==> src/rtl/lane_status_consts.vh <==
// register map, field positions and reset values of the lane link status block
`ifndef LANE_STATUS_CONSTS_VH
`define LANE_STATUS_CONSTS_VH

// register indices; byte address is four times the index
`define LINK_PAGE_IDX          16'h0300
`define LANE6_LINK_STATUS_IDX  16'h04b6
`define LANE7_LINK_STATUS_IDX  16'h04b7
// interrupt registers, byte addresses
`define IRQ_STATUS_ADDR        16'h1400
`define IRQ_MASK_ADDR          16'h1404

// register select codes
`define SEL_NONE               3'h0
`define SEL_PAGE               3'h1
`define SEL_LANE6              3'h2
`define SEL_LANE7              3'h3
`define SEL_IRQ_STATUS         3'h4
`define SEL_IRQ_MASK           3'h5

// status byte field positions
`define BAD_DISPARITY_BIT      7
`define INVALID_SYMBOL_BIT     6
`define UNEXPECTED_CTRL_BIT    5
`define DESKEW_OK_BIT          4
`define INITIAL_ALIGN_OK_BIT   3
`define CHECKSUM_OK_BIT        2
`define FRAME_SYNC_OK_BIT      1
`define CODE_GROUP_SYNC_OK_BIT 0

// sync state input layout per link (5 bits)
`define ST_DESKEW              4
`define ST_INITIAL_ALIGN       3
`define ST_CHECKSUM            2
`define ST_FRAME_SYNC          1
`define ST_CODE_GROUP_SYNC     0

// reset values
`define FLAGS_RESET            8'h00
`define PAGE_RESET             1'b0
`define IRQ_RESET              16'h0000

// axi responses
`define RESP_OKAY              2'b00
`define RESP_SLVERR            2'b10

`endif

==> src/rtl/lane_link_status.v <==
// lane 6 and 7 link status flags with axi4-lite register access and interrupt
//
// Summary of operation
// - bad-disparity flag is 1 when its error count is at or above threshold
// - invalid-symbol flag is 1 when its error count reaches the threshold
// - unexpected control char flag is 1 when its count is at or above threshold
// - bit 4 reads 1 when interlane deskew achieved, 0 when failed
// - bit 3 reads 1 when initial lane alignment sync achieved, 0 when lost
// - bit 2 reads 1 when received alignment checksum is correct
// - bit 1 reads 1 while frame sync achieved, 0 when lost
// - bit 0 reads 1 while code group sync achieved, 0 when lost
// - lane status reads return the copy of the link chosen by the page register
//
// The AXI4-Lite interface to the registers is this design's own decision.
`timescale 1ns/1ps
`include "lane_status_consts.vh"

module lane_link_status
(
	// clock and reset
	input  wire        sys_clk_i,
	input  wire        srst_i,
	// receiver lane state, link 0 in low half, link 1 in high half
	input  wire [15:0] lane6_bad_disparity_cnt_i,
	input  wire [15:0] lane6_invalid_symbol_cnt_i,
	input  wire [15:0] lane6_unexpected_control_char_cnt_i,
	input  wire [9:0]  lane6_sync_state_i,
	input  wire [15:0] lane7_bad_disparity_cnt_i,
	input  wire [15:0] lane7_invalid_symbol_cnt_i,
	input  wire [15:0] lane7_unexpected_control_char_cnt_i,
	input  wire [9:0]  lane7_sync_state_i,
	input  wire [7:0]  error_count_threshold_i,
	// axi4-lite write channels
	input  wire [15:0] s_axi_awaddr,
	input  wire        s_axi_awvalid,
	output wire        s_axi_awready,
	input  wire [31:0] s_axi_wdata,
	input  wire [3:0]  s_axi_wstrb,
	input  wire        s_axi_wvalid,
	output wire        s_axi_wready,
	output wire [1:0]  s_axi_bresp,
	output wire        s_axi_bvalid,
	input  wire        s_axi_bready,
	// axi4-lite read channels
	input  wire [15:0] s_axi_araddr,
	input  wire        s_axi_arvalid,
	output wire        s_axi_arready,
	output wire [31:0] s_axi_rdata,
	output wire [1:0]  s_axi_rresp,
	output wire        s_axi_rvalid,
	input  wire        s_axi_rready,
	// interrupt
	output wire        irq_o
);

	// builds one status byte from counts, threshold and sync state
	function [7:0] flag_byte;
		input [7:0] disp_cnt;
		input [7:0] sym_cnt;
		input [7:0] ctrl_cnt;
		input [7:0] thr;
		input [4:0] st;
		begin
			flag_byte                          = `FLAGS_RESET;
			flag_byte[`BAD_DISPARITY_BIT]      = (disp_cnt >= thr);
			flag_byte[`INVALID_SYMBOL_BIT]     = (sym_cnt >= thr);
			flag_byte[`UNEXPECTED_CTRL_BIT]    = (ctrl_cnt >= thr);
			flag_byte[`DESKEW_OK_BIT]          = st[`ST_DESKEW];
			flag_byte[`INITIAL_ALIGN_OK_BIT]   = st[`ST_INITIAL_ALIGN];
			flag_byte[`CHECKSUM_OK_BIT]        = st[`ST_CHECKSUM];
			flag_byte[`FRAME_SYNC_OK_BIT]      = st[`ST_FRAME_SYNC];
			flag_byte[`CODE_GROUP_SYNC_OK_BIT] = st[`ST_CODE_GROUP_SYNC];
		end
	endfunction

	// maps a byte address to a register select code
	function [2:0] reg_sel;
		input [15:0] addr;
		begin
			if (addr == (`LINK_PAGE_IDX << 2))
				reg_sel = `SEL_PAGE;
			else if (addr == (`LANE6_LINK_STATUS_IDX << 2))
				reg_sel = `SEL_LANE6;
			else if (addr == (`LANE7_LINK_STATUS_IDX << 2))
				reg_sel = `SEL_LANE7;
			else if (addr == `IRQ_STATUS_ADDR)
				reg_sel = `SEL_IRQ_STATUS;
			else if (addr == `IRQ_MASK_ADDR)
				reg_sel = `SEL_IRQ_MASK;
			else
				reg_sel = `SEL_NONE;
		end
	endfunction

	// flag copies per link
	reg  [7:0]  lane6_l0_q;
	reg  [7:0]  lane6_l1_q;
	reg  [7:0]  lane7_l0_q;
	reg  [7:0]  lane7_l1_q;
	wire [7:0]  lane6_l0_d;
	wire [7:0]  lane6_l1_d;
	wire [7:0]  lane7_l0_d;
	wire [7:0]  lane7_l1_d;
	reg         link_page_q;
	reg  [15:0] irq_status_q;
	reg  [15:0] irq_status_d;
	reg  [15:0] irq_mask_q;
	reg         irq_q;
	wire [15:0] flag_event;

	// axi state
	reg         awready_q;
	reg         wready_q;
	reg         aw_held_q;
	reg         w_held_q;
	reg  [15:0] awaddr_q;
	reg  [31:0] wdata_q;
	reg  [3:0]  wstrb_q;
	reg         bvalid_q;
	reg  [1:0]  bresp_q;
	reg         arready_q;
	reg         rvalid_q;
	reg  [31:0] rdata_q;
	reg  [1:0]  rresp_q;
	wire        do_write;
	wire [2:0]  wsel;
	wire [2:0]  rsel;
	reg  [31:0] rd_word;

	assign lane6_l0_d = flag_byte(lane6_bad_disparity_cnt_i[7:0],
		lane6_invalid_symbol_cnt_i[7:0], lane6_unexpected_control_char_cnt_i[7:0],
		error_count_threshold_i, lane6_sync_state_i[4:0]);
	assign lane6_l1_d = flag_byte(lane6_bad_disparity_cnt_i[15:8],
		lane6_invalid_symbol_cnt_i[15:8], lane6_unexpected_control_char_cnt_i[15:8],
		error_count_threshold_i, lane6_sync_state_i[9:5]);
	assign lane7_l0_d = flag_byte(lane7_bad_disparity_cnt_i[7:0],
		lane7_invalid_symbol_cnt_i[7:0], lane7_unexpected_control_char_cnt_i[7:0],
		error_count_threshold_i, lane7_sync_state_i[4:0]);
	assign lane7_l1_d = flag_byte(lane7_bad_disparity_cnt_i[15:8],
		lane7_invalid_symbol_cnt_i[15:8], lane7_unexpected_control_char_cnt_i[15:8],
		error_count_threshold_i, lane7_sync_state_i[9:5]);

	// flags follow the receiver only; bus writes never reach them
	always @(posedge sys_clk_i)
	begin
		if (srst_i)
		begin
			lane6_l0_q <= `FLAGS_RESET;
			lane6_l1_q <= `FLAGS_RESET;
			lane7_l0_q <= `FLAGS_RESET;
			lane7_l1_q <= `FLAGS_RESET;
		end
		else
		begin
			lane6_l0_q <= lane6_l0_d;
			lane6_l1_q <= lane6_l1_d;
			lane7_l0_q <= lane7_l0_d;
			lane7_l1_q <= lane7_l1_d;
		end
	end

	// any flag change on either link is an event; lane 6 low byte, lane 7 high byte
	assign flag_event = {(lane7_l0_d ^ lane7_l0_q) | (lane7_l1_d ^ lane7_l1_q),
		(lane6_l0_d ^ lane6_l0_q) | (lane6_l1_d ^ lane6_l1_q)};

	// write path: address and data taken in either order
	assign do_write = aw_held_q && w_held_q && !bvalid_q;
	assign wsel     = reg_sel(awaddr_q);
	assign rsel     = reg_sel(s_axi_araddr);

	always @(posedge sys_clk_i)
	begin
		if (srst_i)
		begin
			awready_q <= 1'b0;
			wready_q  <= 1'b0;
			aw_held_q <= 1'b0;
			w_held_q  <= 1'b0;
			awaddr_q  <= 16'h0000;
			wdata_q   <= 32'h00000000;
			wstrb_q   <= 4'h0;
			bvalid_q  <= 1'b0;
			bresp_q   <= `RESP_OKAY;
		end
		else
		begin
			awready_q <= !aw_held_q && !(s_axi_awvalid && awready_q) && !bvalid_q;
			wready_q  <= !w_held_q && !(s_axi_wvalid && wready_q) && !bvalid_q;
			if (s_axi_awvalid && awready_q)
			begin
				aw_held_q <= 1'b1;
				awaddr_q  <= s_axi_awaddr;
			end
			if (s_axi_wvalid && wready_q)
			begin
				w_held_q <= 1'b1;
				wdata_q  <= s_axi_wdata;
				wstrb_q  <= s_axi_wstrb;
			end
			if (do_write)
			begin
				aw_held_q <= 1'b0;
				w_held_q  <= 1'b0;
				bvalid_q  <= 1'b1;
				bresp_q   <= (wsel == `SEL_NONE) ? `RESP_SLVERR : `RESP_OKAY;
			end
			else if (bvalid_q && s_axi_bready)
				bvalid_q <= 1'b0;
		end
	end

	// page selector, interrupt mask
	always @(posedge sys_clk_i)
	begin
		if (srst_i)
		begin
			link_page_q <= `PAGE_RESET;
			irq_mask_q  <= `IRQ_RESET;
		end
		else if (do_write)
		begin
			if (wsel == `SEL_PAGE && wstrb_q[0])
				link_page_q <= wdata_q[0];
			if (wsel == `SEL_IRQ_MASK && wstrb_q[0])
				irq_mask_q[7:0] <= wdata_q[7:0];
			if (wsel == `SEL_IRQ_MASK && wstrb_q[1])
				irq_mask_q[15:8] <= wdata_q[15:8];
		end
	end

	// sticky status, write one to clear; a new event wins over the clear
	always @*
	begin
		irq_status_d = irq_status_q;
		if (do_write && wsel == `SEL_IRQ_STATUS)
		begin
			if (wstrb_q[0])
				irq_status_d[7:0] = irq_status_q[7:0] & ~wdata_q[7:0];
			if (wstrb_q[1])
				irq_status_d[15:8] = irq_status_q[15:8] & ~wdata_q[15:8];
		end
		irq_status_d = irq_status_d | flag_event;
	end

	always @(posedge sys_clk_i)
	begin
		if (srst_i)
		begin
			irq_status_q <= `IRQ_RESET;
			irq_q        <= 1'b0;
		end
		else
		begin
			irq_status_q <= irq_status_d;
			irq_q        <= |(irq_status_d & irq_mask_q);
		end
	end

	// read data mux; lane status reads show the paged copy, irq status covers both links
	always @*
	begin
		rd_word = 32'h00000000;
		case (rsel)
			`SEL_PAGE:
				rd_word[0] = link_page_q;
			`SEL_LANE6:
				rd_word[7:0] = link_page_q ? lane6_l1_q : lane6_l0_q;
			`SEL_LANE7:
				rd_word[7:0] = link_page_q ? lane7_l1_q : lane7_l0_q;
			`SEL_IRQ_STATUS:
				rd_word[15:0] = irq_status_q;
			`SEL_IRQ_MASK:
				rd_word[15:0] = irq_mask_q;
			default:
				rd_word = 32'h00000000;
		endcase
	end

	// read path
	always @(posedge sys_clk_i)
	begin
		if (srst_i)
		begin
			arready_q <= 1'b0;
			rvalid_q  <= 1'b0;
			rdata_q   <= 32'h00000000;
			rresp_q   <= `RESP_OKAY;
		end
		else
		begin
			arready_q <= !rvalid_q && !(s_axi_arvalid && arready_q);
			if (s_axi_arvalid && arready_q)
			begin
				rvalid_q <= 1'b1;
				rdata_q  <= rd_word;
				rresp_q  <= (rsel == `SEL_NONE) ? `RESP_SLVERR : `RESP_OKAY;
			end
			else if (rvalid_q && s_axi_rready)
				rvalid_q <= 1'b0;
		end
	end

	assign s_axi_awready = awready_q;
	assign s_axi_wready  = wready_q;
	assign s_axi_bvalid  = bvalid_q;
	assign s_axi_bresp   = bresp_q;
	assign s_axi_arready = arready_q;
	assign s_axi_rvalid  = rvalid_q;
	assign s_axi_rdata   = rdata_q;
	assign s_axi_rresp   = rresp_q;
	assign irq_o         = irq_q;

endmodule // lane_link_status

==> config.mk <==
export PLATFORM = sky130hd
export DESIGN_NAME = lane_link_status
export DESIGN_NICKNAME = d
export VERILOG_FILES = /design/src/rtl/lane_link_status.v
export VERILOG_INCLUDE_DIRS = /design/src /design/src/rtl
export SDC_FILE = /design/constraint.sdc
export NUM_CORES = 1
export LEC_CHECK = 0
export BUFFER_PORTS_ARGS = -buffer_cell sky130_fd_sc_hd__buf_2
export CAP_MARGIN = 15
export CORE_MARGIN = 4
export CORE_UTILIZATION = 45
export CTS_CLUSTER_DIAMETER = 200
export DETAILED_ROUTE_END_ITERATION = 6
export PLACE_DENSITY = 0.71
export SYNTH_ARGS = -nofsm -noshare
export SYNTH_HDL_FRONTEND = slang
export SYNTH_SLANG_ARGS = --single-unit
export TNS_END_PERCENT = 100
==> constraint.sdc <==
create_clock -name sys_clk_i -period 3.4 [get_ports sys_clk_i]
set_input_delay 0.85 -clock sys_clk_i [delete_from_list [all_inputs] [get_ports sys_clk_i]]
set_output_delay 0.85 -clock sys_clk_i [all_outputs]
set_load 0.05 [all_outputs]
==> impl_metrics.py <==
metrics = {
    "power": {
        "swShare_pct": 28.2,
        "vdd_ir_drop_max_uv": 368,
        "power_leakage_nw": 4.58,
        "powerDensity_nw_per_um2": 433,
        "seqPwrFrac_pct": 37.9,
        "intPower_mw": 3.05,
        "pwr-share-clk_pct": 43.9,
        "switchingPower_mw": 1.20,
        "p_comb_share_pct": 18.2,
    },
    "detailed_routing": {
        "detail-route-antenna-nets": 0,
        "drt_iter0_markers": 485,
        "dr.max_layer_used": "met4",
        "firstDrtPassIters": 7,
        "wl_met3_um": 1550,
        "wirelength_um": 22300,
        "wl_per_cell_um": 16.1,
        "via_per_inst": 5.35,
        "wl_met2_um": 10400,
        "drc": 0,
        "wl_met1_um": 10100,
        "dr_total_vias": 7393,
    },
    "worst_setup_path": {
        "timing.critical_path.slowest_stage_cell": "a2111oi_0",
        "cp_common_cell": "a2111oi_0",
        "crit_arrival_ns": 3.38,
        "crit_chain": "buf_2, ha_1, nand2b_1, a2111oi_0, buf_4, nor3_1, a2111oi_0, nand4_1, nor4_1, a41oi_1",
        "critPathRequiredTime_ns": 3.68,
        "cp-start-kind": "input pin",
        "crit_type": "in2reg",
        "end_kind": "flop",
        "critPathMaxStageDelay_ns": 0.47,
        "cp_max_fo": 11,
    },
    "place": {
        "place_hpwl_um": 17500,
        "place_congestion": 0.859,
        "numPortBuffers": 204,
        "dp_slack_ns": -0.0719,
    },
    "final_layout": {
        "n_fill_cell": 1598,
        "area.growth.synth_to_final_pct": 23.7,
        "layout.nets": 1439,
        "post-route-util_pct": 56.8,
        "drive_gt1_share_pct": 23.9,
        "diodes": 0,
        "final_common_cell": "buf_2",
        "mostFrequentLayoutCells": "buf_2 (203), dfxtp_1 (125), nand2_1 (116), ha_1 (96), a21oi_1 (80)",
    },
    "synthesis": {
        "synth_cell_types": 64,
        "synth_top_family_by_area": "simple AND/OR/NAND/NOR gates",
        "synthCells": 934,
        "netlist_area_um2": 7950,
        "synth_warnings": 0,
        "yosys.area_share.adder_pct": 15.1,
        "synth-xor-area-share_pct": 3.20,
        "avgSynthCellArea_um2": 8.51,
        "seq_area_frac_synth_pct": 31.5,
        "synth_flop_cell": "dfxtp_1",
        "synthArstFlopShare_pct": 0,
        "synth_edf_count": 0,
        "synth_compound_area_share_pct": 15.4,
        "synthMuxAreaShare_pct": 7.20,
        "synth-simple-area-share_pct": 22.3,
        "ys_ff_latch": 125,
    },
    "timing": {
        "setup_viol": 0,
        "relSlewSlack_pct": 48.0,
        "hold_viol": 0,
        "tns_ns": 0,
        "slew_violations": 0,
        "fin_crit_sh_pct": 91.4,
        "setup_ws_ns": 0.294,
        "tightest_slew_ns": 0.780,
        "fmax_mhz": 322,
        "finClkSkew_ns": 0.00893,
        "period_needed_ns": 3.11,
        "rsz0062_at_grt": "false",
    },
    "clock_network": {
        "cts_buffers": 17,
        "clk_pin_slew_worst_paths_ns": 0.05,
        "max-clock-path-buffers": 2,
        "numClockSinks": 125,
        "postCtsSetupRepairBufs": 0,
        "ctsResizeCount": 0,
        "htreeDepth": 4,
        "cts_tree": "yes",
        "cts_hold_buf": 0,
        "clock-root-buffer": "clkbuf_16",
        "clk_latency_ns": 0.42,
    },
    "grt": {
        "grt_pass1_vias": 7198,
        "overflow": 0,
        "grt_use_total_pct": 22.1,
        "antenna_found_initial": 0,
        "grt_first_pass_wirelength_um": 35400,
        "grt_start_max_net_pins": 50,
    },
    "die": {
        "coreArea_um2": 17300,
        "die-area_um2": 19800,
        "ioPinCount": 241,
        "die_h_um": 141,
        "start_util_pct": 45.9,
        "die_x_um": 141,
        "row_count": 48,
    },
    "worst_hold_path": {
        "hp-class": "reg2reg",
    },
    "job": {
        "drv_cap": 0,
    },
    "run_status": {
        "status": "complete, no violations",
    },
}
[state kept, by name, summed over array words and instances (netlist names), 2 cells and up]
name,flops
awaddr_q,16
irq_mask_q,16
irq_status_q,16
lane6_l0_q,8
lane6_l1_q,8
lane7_l0_q,8
lane7_l1_q,8
s_axi_rdata,16
wdata_q,16
wstrb_q,2
[Yosys cell counts (3+ instances only)]
cell type,count,area (µm²)
nand4_1,11,68.8
a211o_1,6,52.6
and3b_1,3,26.3
ha_1,96,1200
a2111oi_0,4,35.0
o21ai_0,35,175
nand2_1,116,435
a211oi_1,10,75.1
a21oi_1,80,400
a31oi_1,6,37.5
xnor2_1,6,52.6
o211ai_1,3,22.5
nor2b_1,28,175
o21a_1,5,37.5
mux4_2,8,180
o31ai_1,5,37.5
inv_1,42,158
xor2_1,23,201
nand4b_1,3,26.3
dfxtp_1,125,2500
o221ai_1,9,78.8
nor3_1,33,165
nor2_1,79,297
mux2i_1,38,380
buf_4,19,143
or3_1,4,25.0
buf_1,7,26.3
and2_1,9,56.3
nor3b_1,5,37.5
a41oi_1,6,52.6
nand2b_1,16,100
a21o_1,3,22.5
nand3b_1,9,67.6
nor4_1,7,43.8
nand3_1,12,60.1
clkbuf_1,24,90.1
a32oi_1,3,26.3
[metal layers]
layer	track usage, %	vias to the layer above
li1	-	3754
met1	29.8	3382
met4	5.10	0
met2	36.4	237
met3	4.99	20
met5	0	-
[layout make-up]
| type | instances | area [µm²] | share of cell area [%] |
|---|---|---|---|
| Clock buffer | 19 | 453 | 4.61 |
| Sequential cell | 125 | 2500 | 25.5 |
| Timing Repair Buffer | 224 | 1170 | 11.9 |
| Inverter | 42 | 158 | 1.60 |
| Tap cell | 225 | 282 | 2.87 |
| Clock inverter | 13 | 166 | 1.69 |
| Multi-Input combinational cell | 734 | 5090 | 51.8 |
[power by group through the flow]
stage	registers, mW	clock network (mW)	logic [mW]
after CTS	1.61	1.89	0.776
after floorplan	1.66	0	0.496
after global placement	1.64	0	0.753
after detailed placement	1.64	0	0.772
after global routing	1.62	1.96	0.873
final	1.61	1.87	0.775
[worst paths after layout]
| check | slack [ns] | depth (start not counted) | start | to |
|---|---|---|---|---|
| setup / recovery | 0.29 | 10 | error_count_threshold_i[0] | irq_o |
| hold / removal | 0.45 | 1 | s_axi_rvalid | s_axi_arready |
| setup reg to reg | 0.48 | 9 | awaddr_q[5] | irq_o |
| hold reg to reg | 0.45 | 1 | s_axi_rvalid | s_axi_arready |
[per-stage QoR]
| stage | total power [mW] | area [µm²] | hold slack (ns) | std cells |
|---|---|---|---|---|
| 6_report | 4.26 | 9820 | 0.452 | 1382 |
| 5_1_grt | 4.45 | 9820 | 0.471 | 1382 |
| 4_1_cts | 4.27 | 9820 | 0.453 | 1382 |
| 3_5_place_dp | 2.41 | 9210 | 0.445 | 1350 |
| 3_3_place_gp | 2.39 | 9210 | 0.437 | 1350 |
| 2_1_floorplan | 2.16 | 8010 | 0.431 | 951 |
[worst max-delay path, delay by kind of cell]
| kind | cells | cell delay, ns |
|---|---|---|
| adders and majority gates | 1 | 0.28 |
| buffers and inverters | 2 | 0.44 |
| and+or+nand+nor | 4 | 0.71 |
| AOI/OAI and AO/OA | 3 | 1.10 |
[kinds of logic after synthesis]
logic type | count (synthesis)
fa+ha+maj | 96
mux | 47
flops | 125
compound gates | 191
xor+xnor | 29
buf+inv | 92
simple gates | 353
other cells | 1
(Power assumes the default switching activity.)
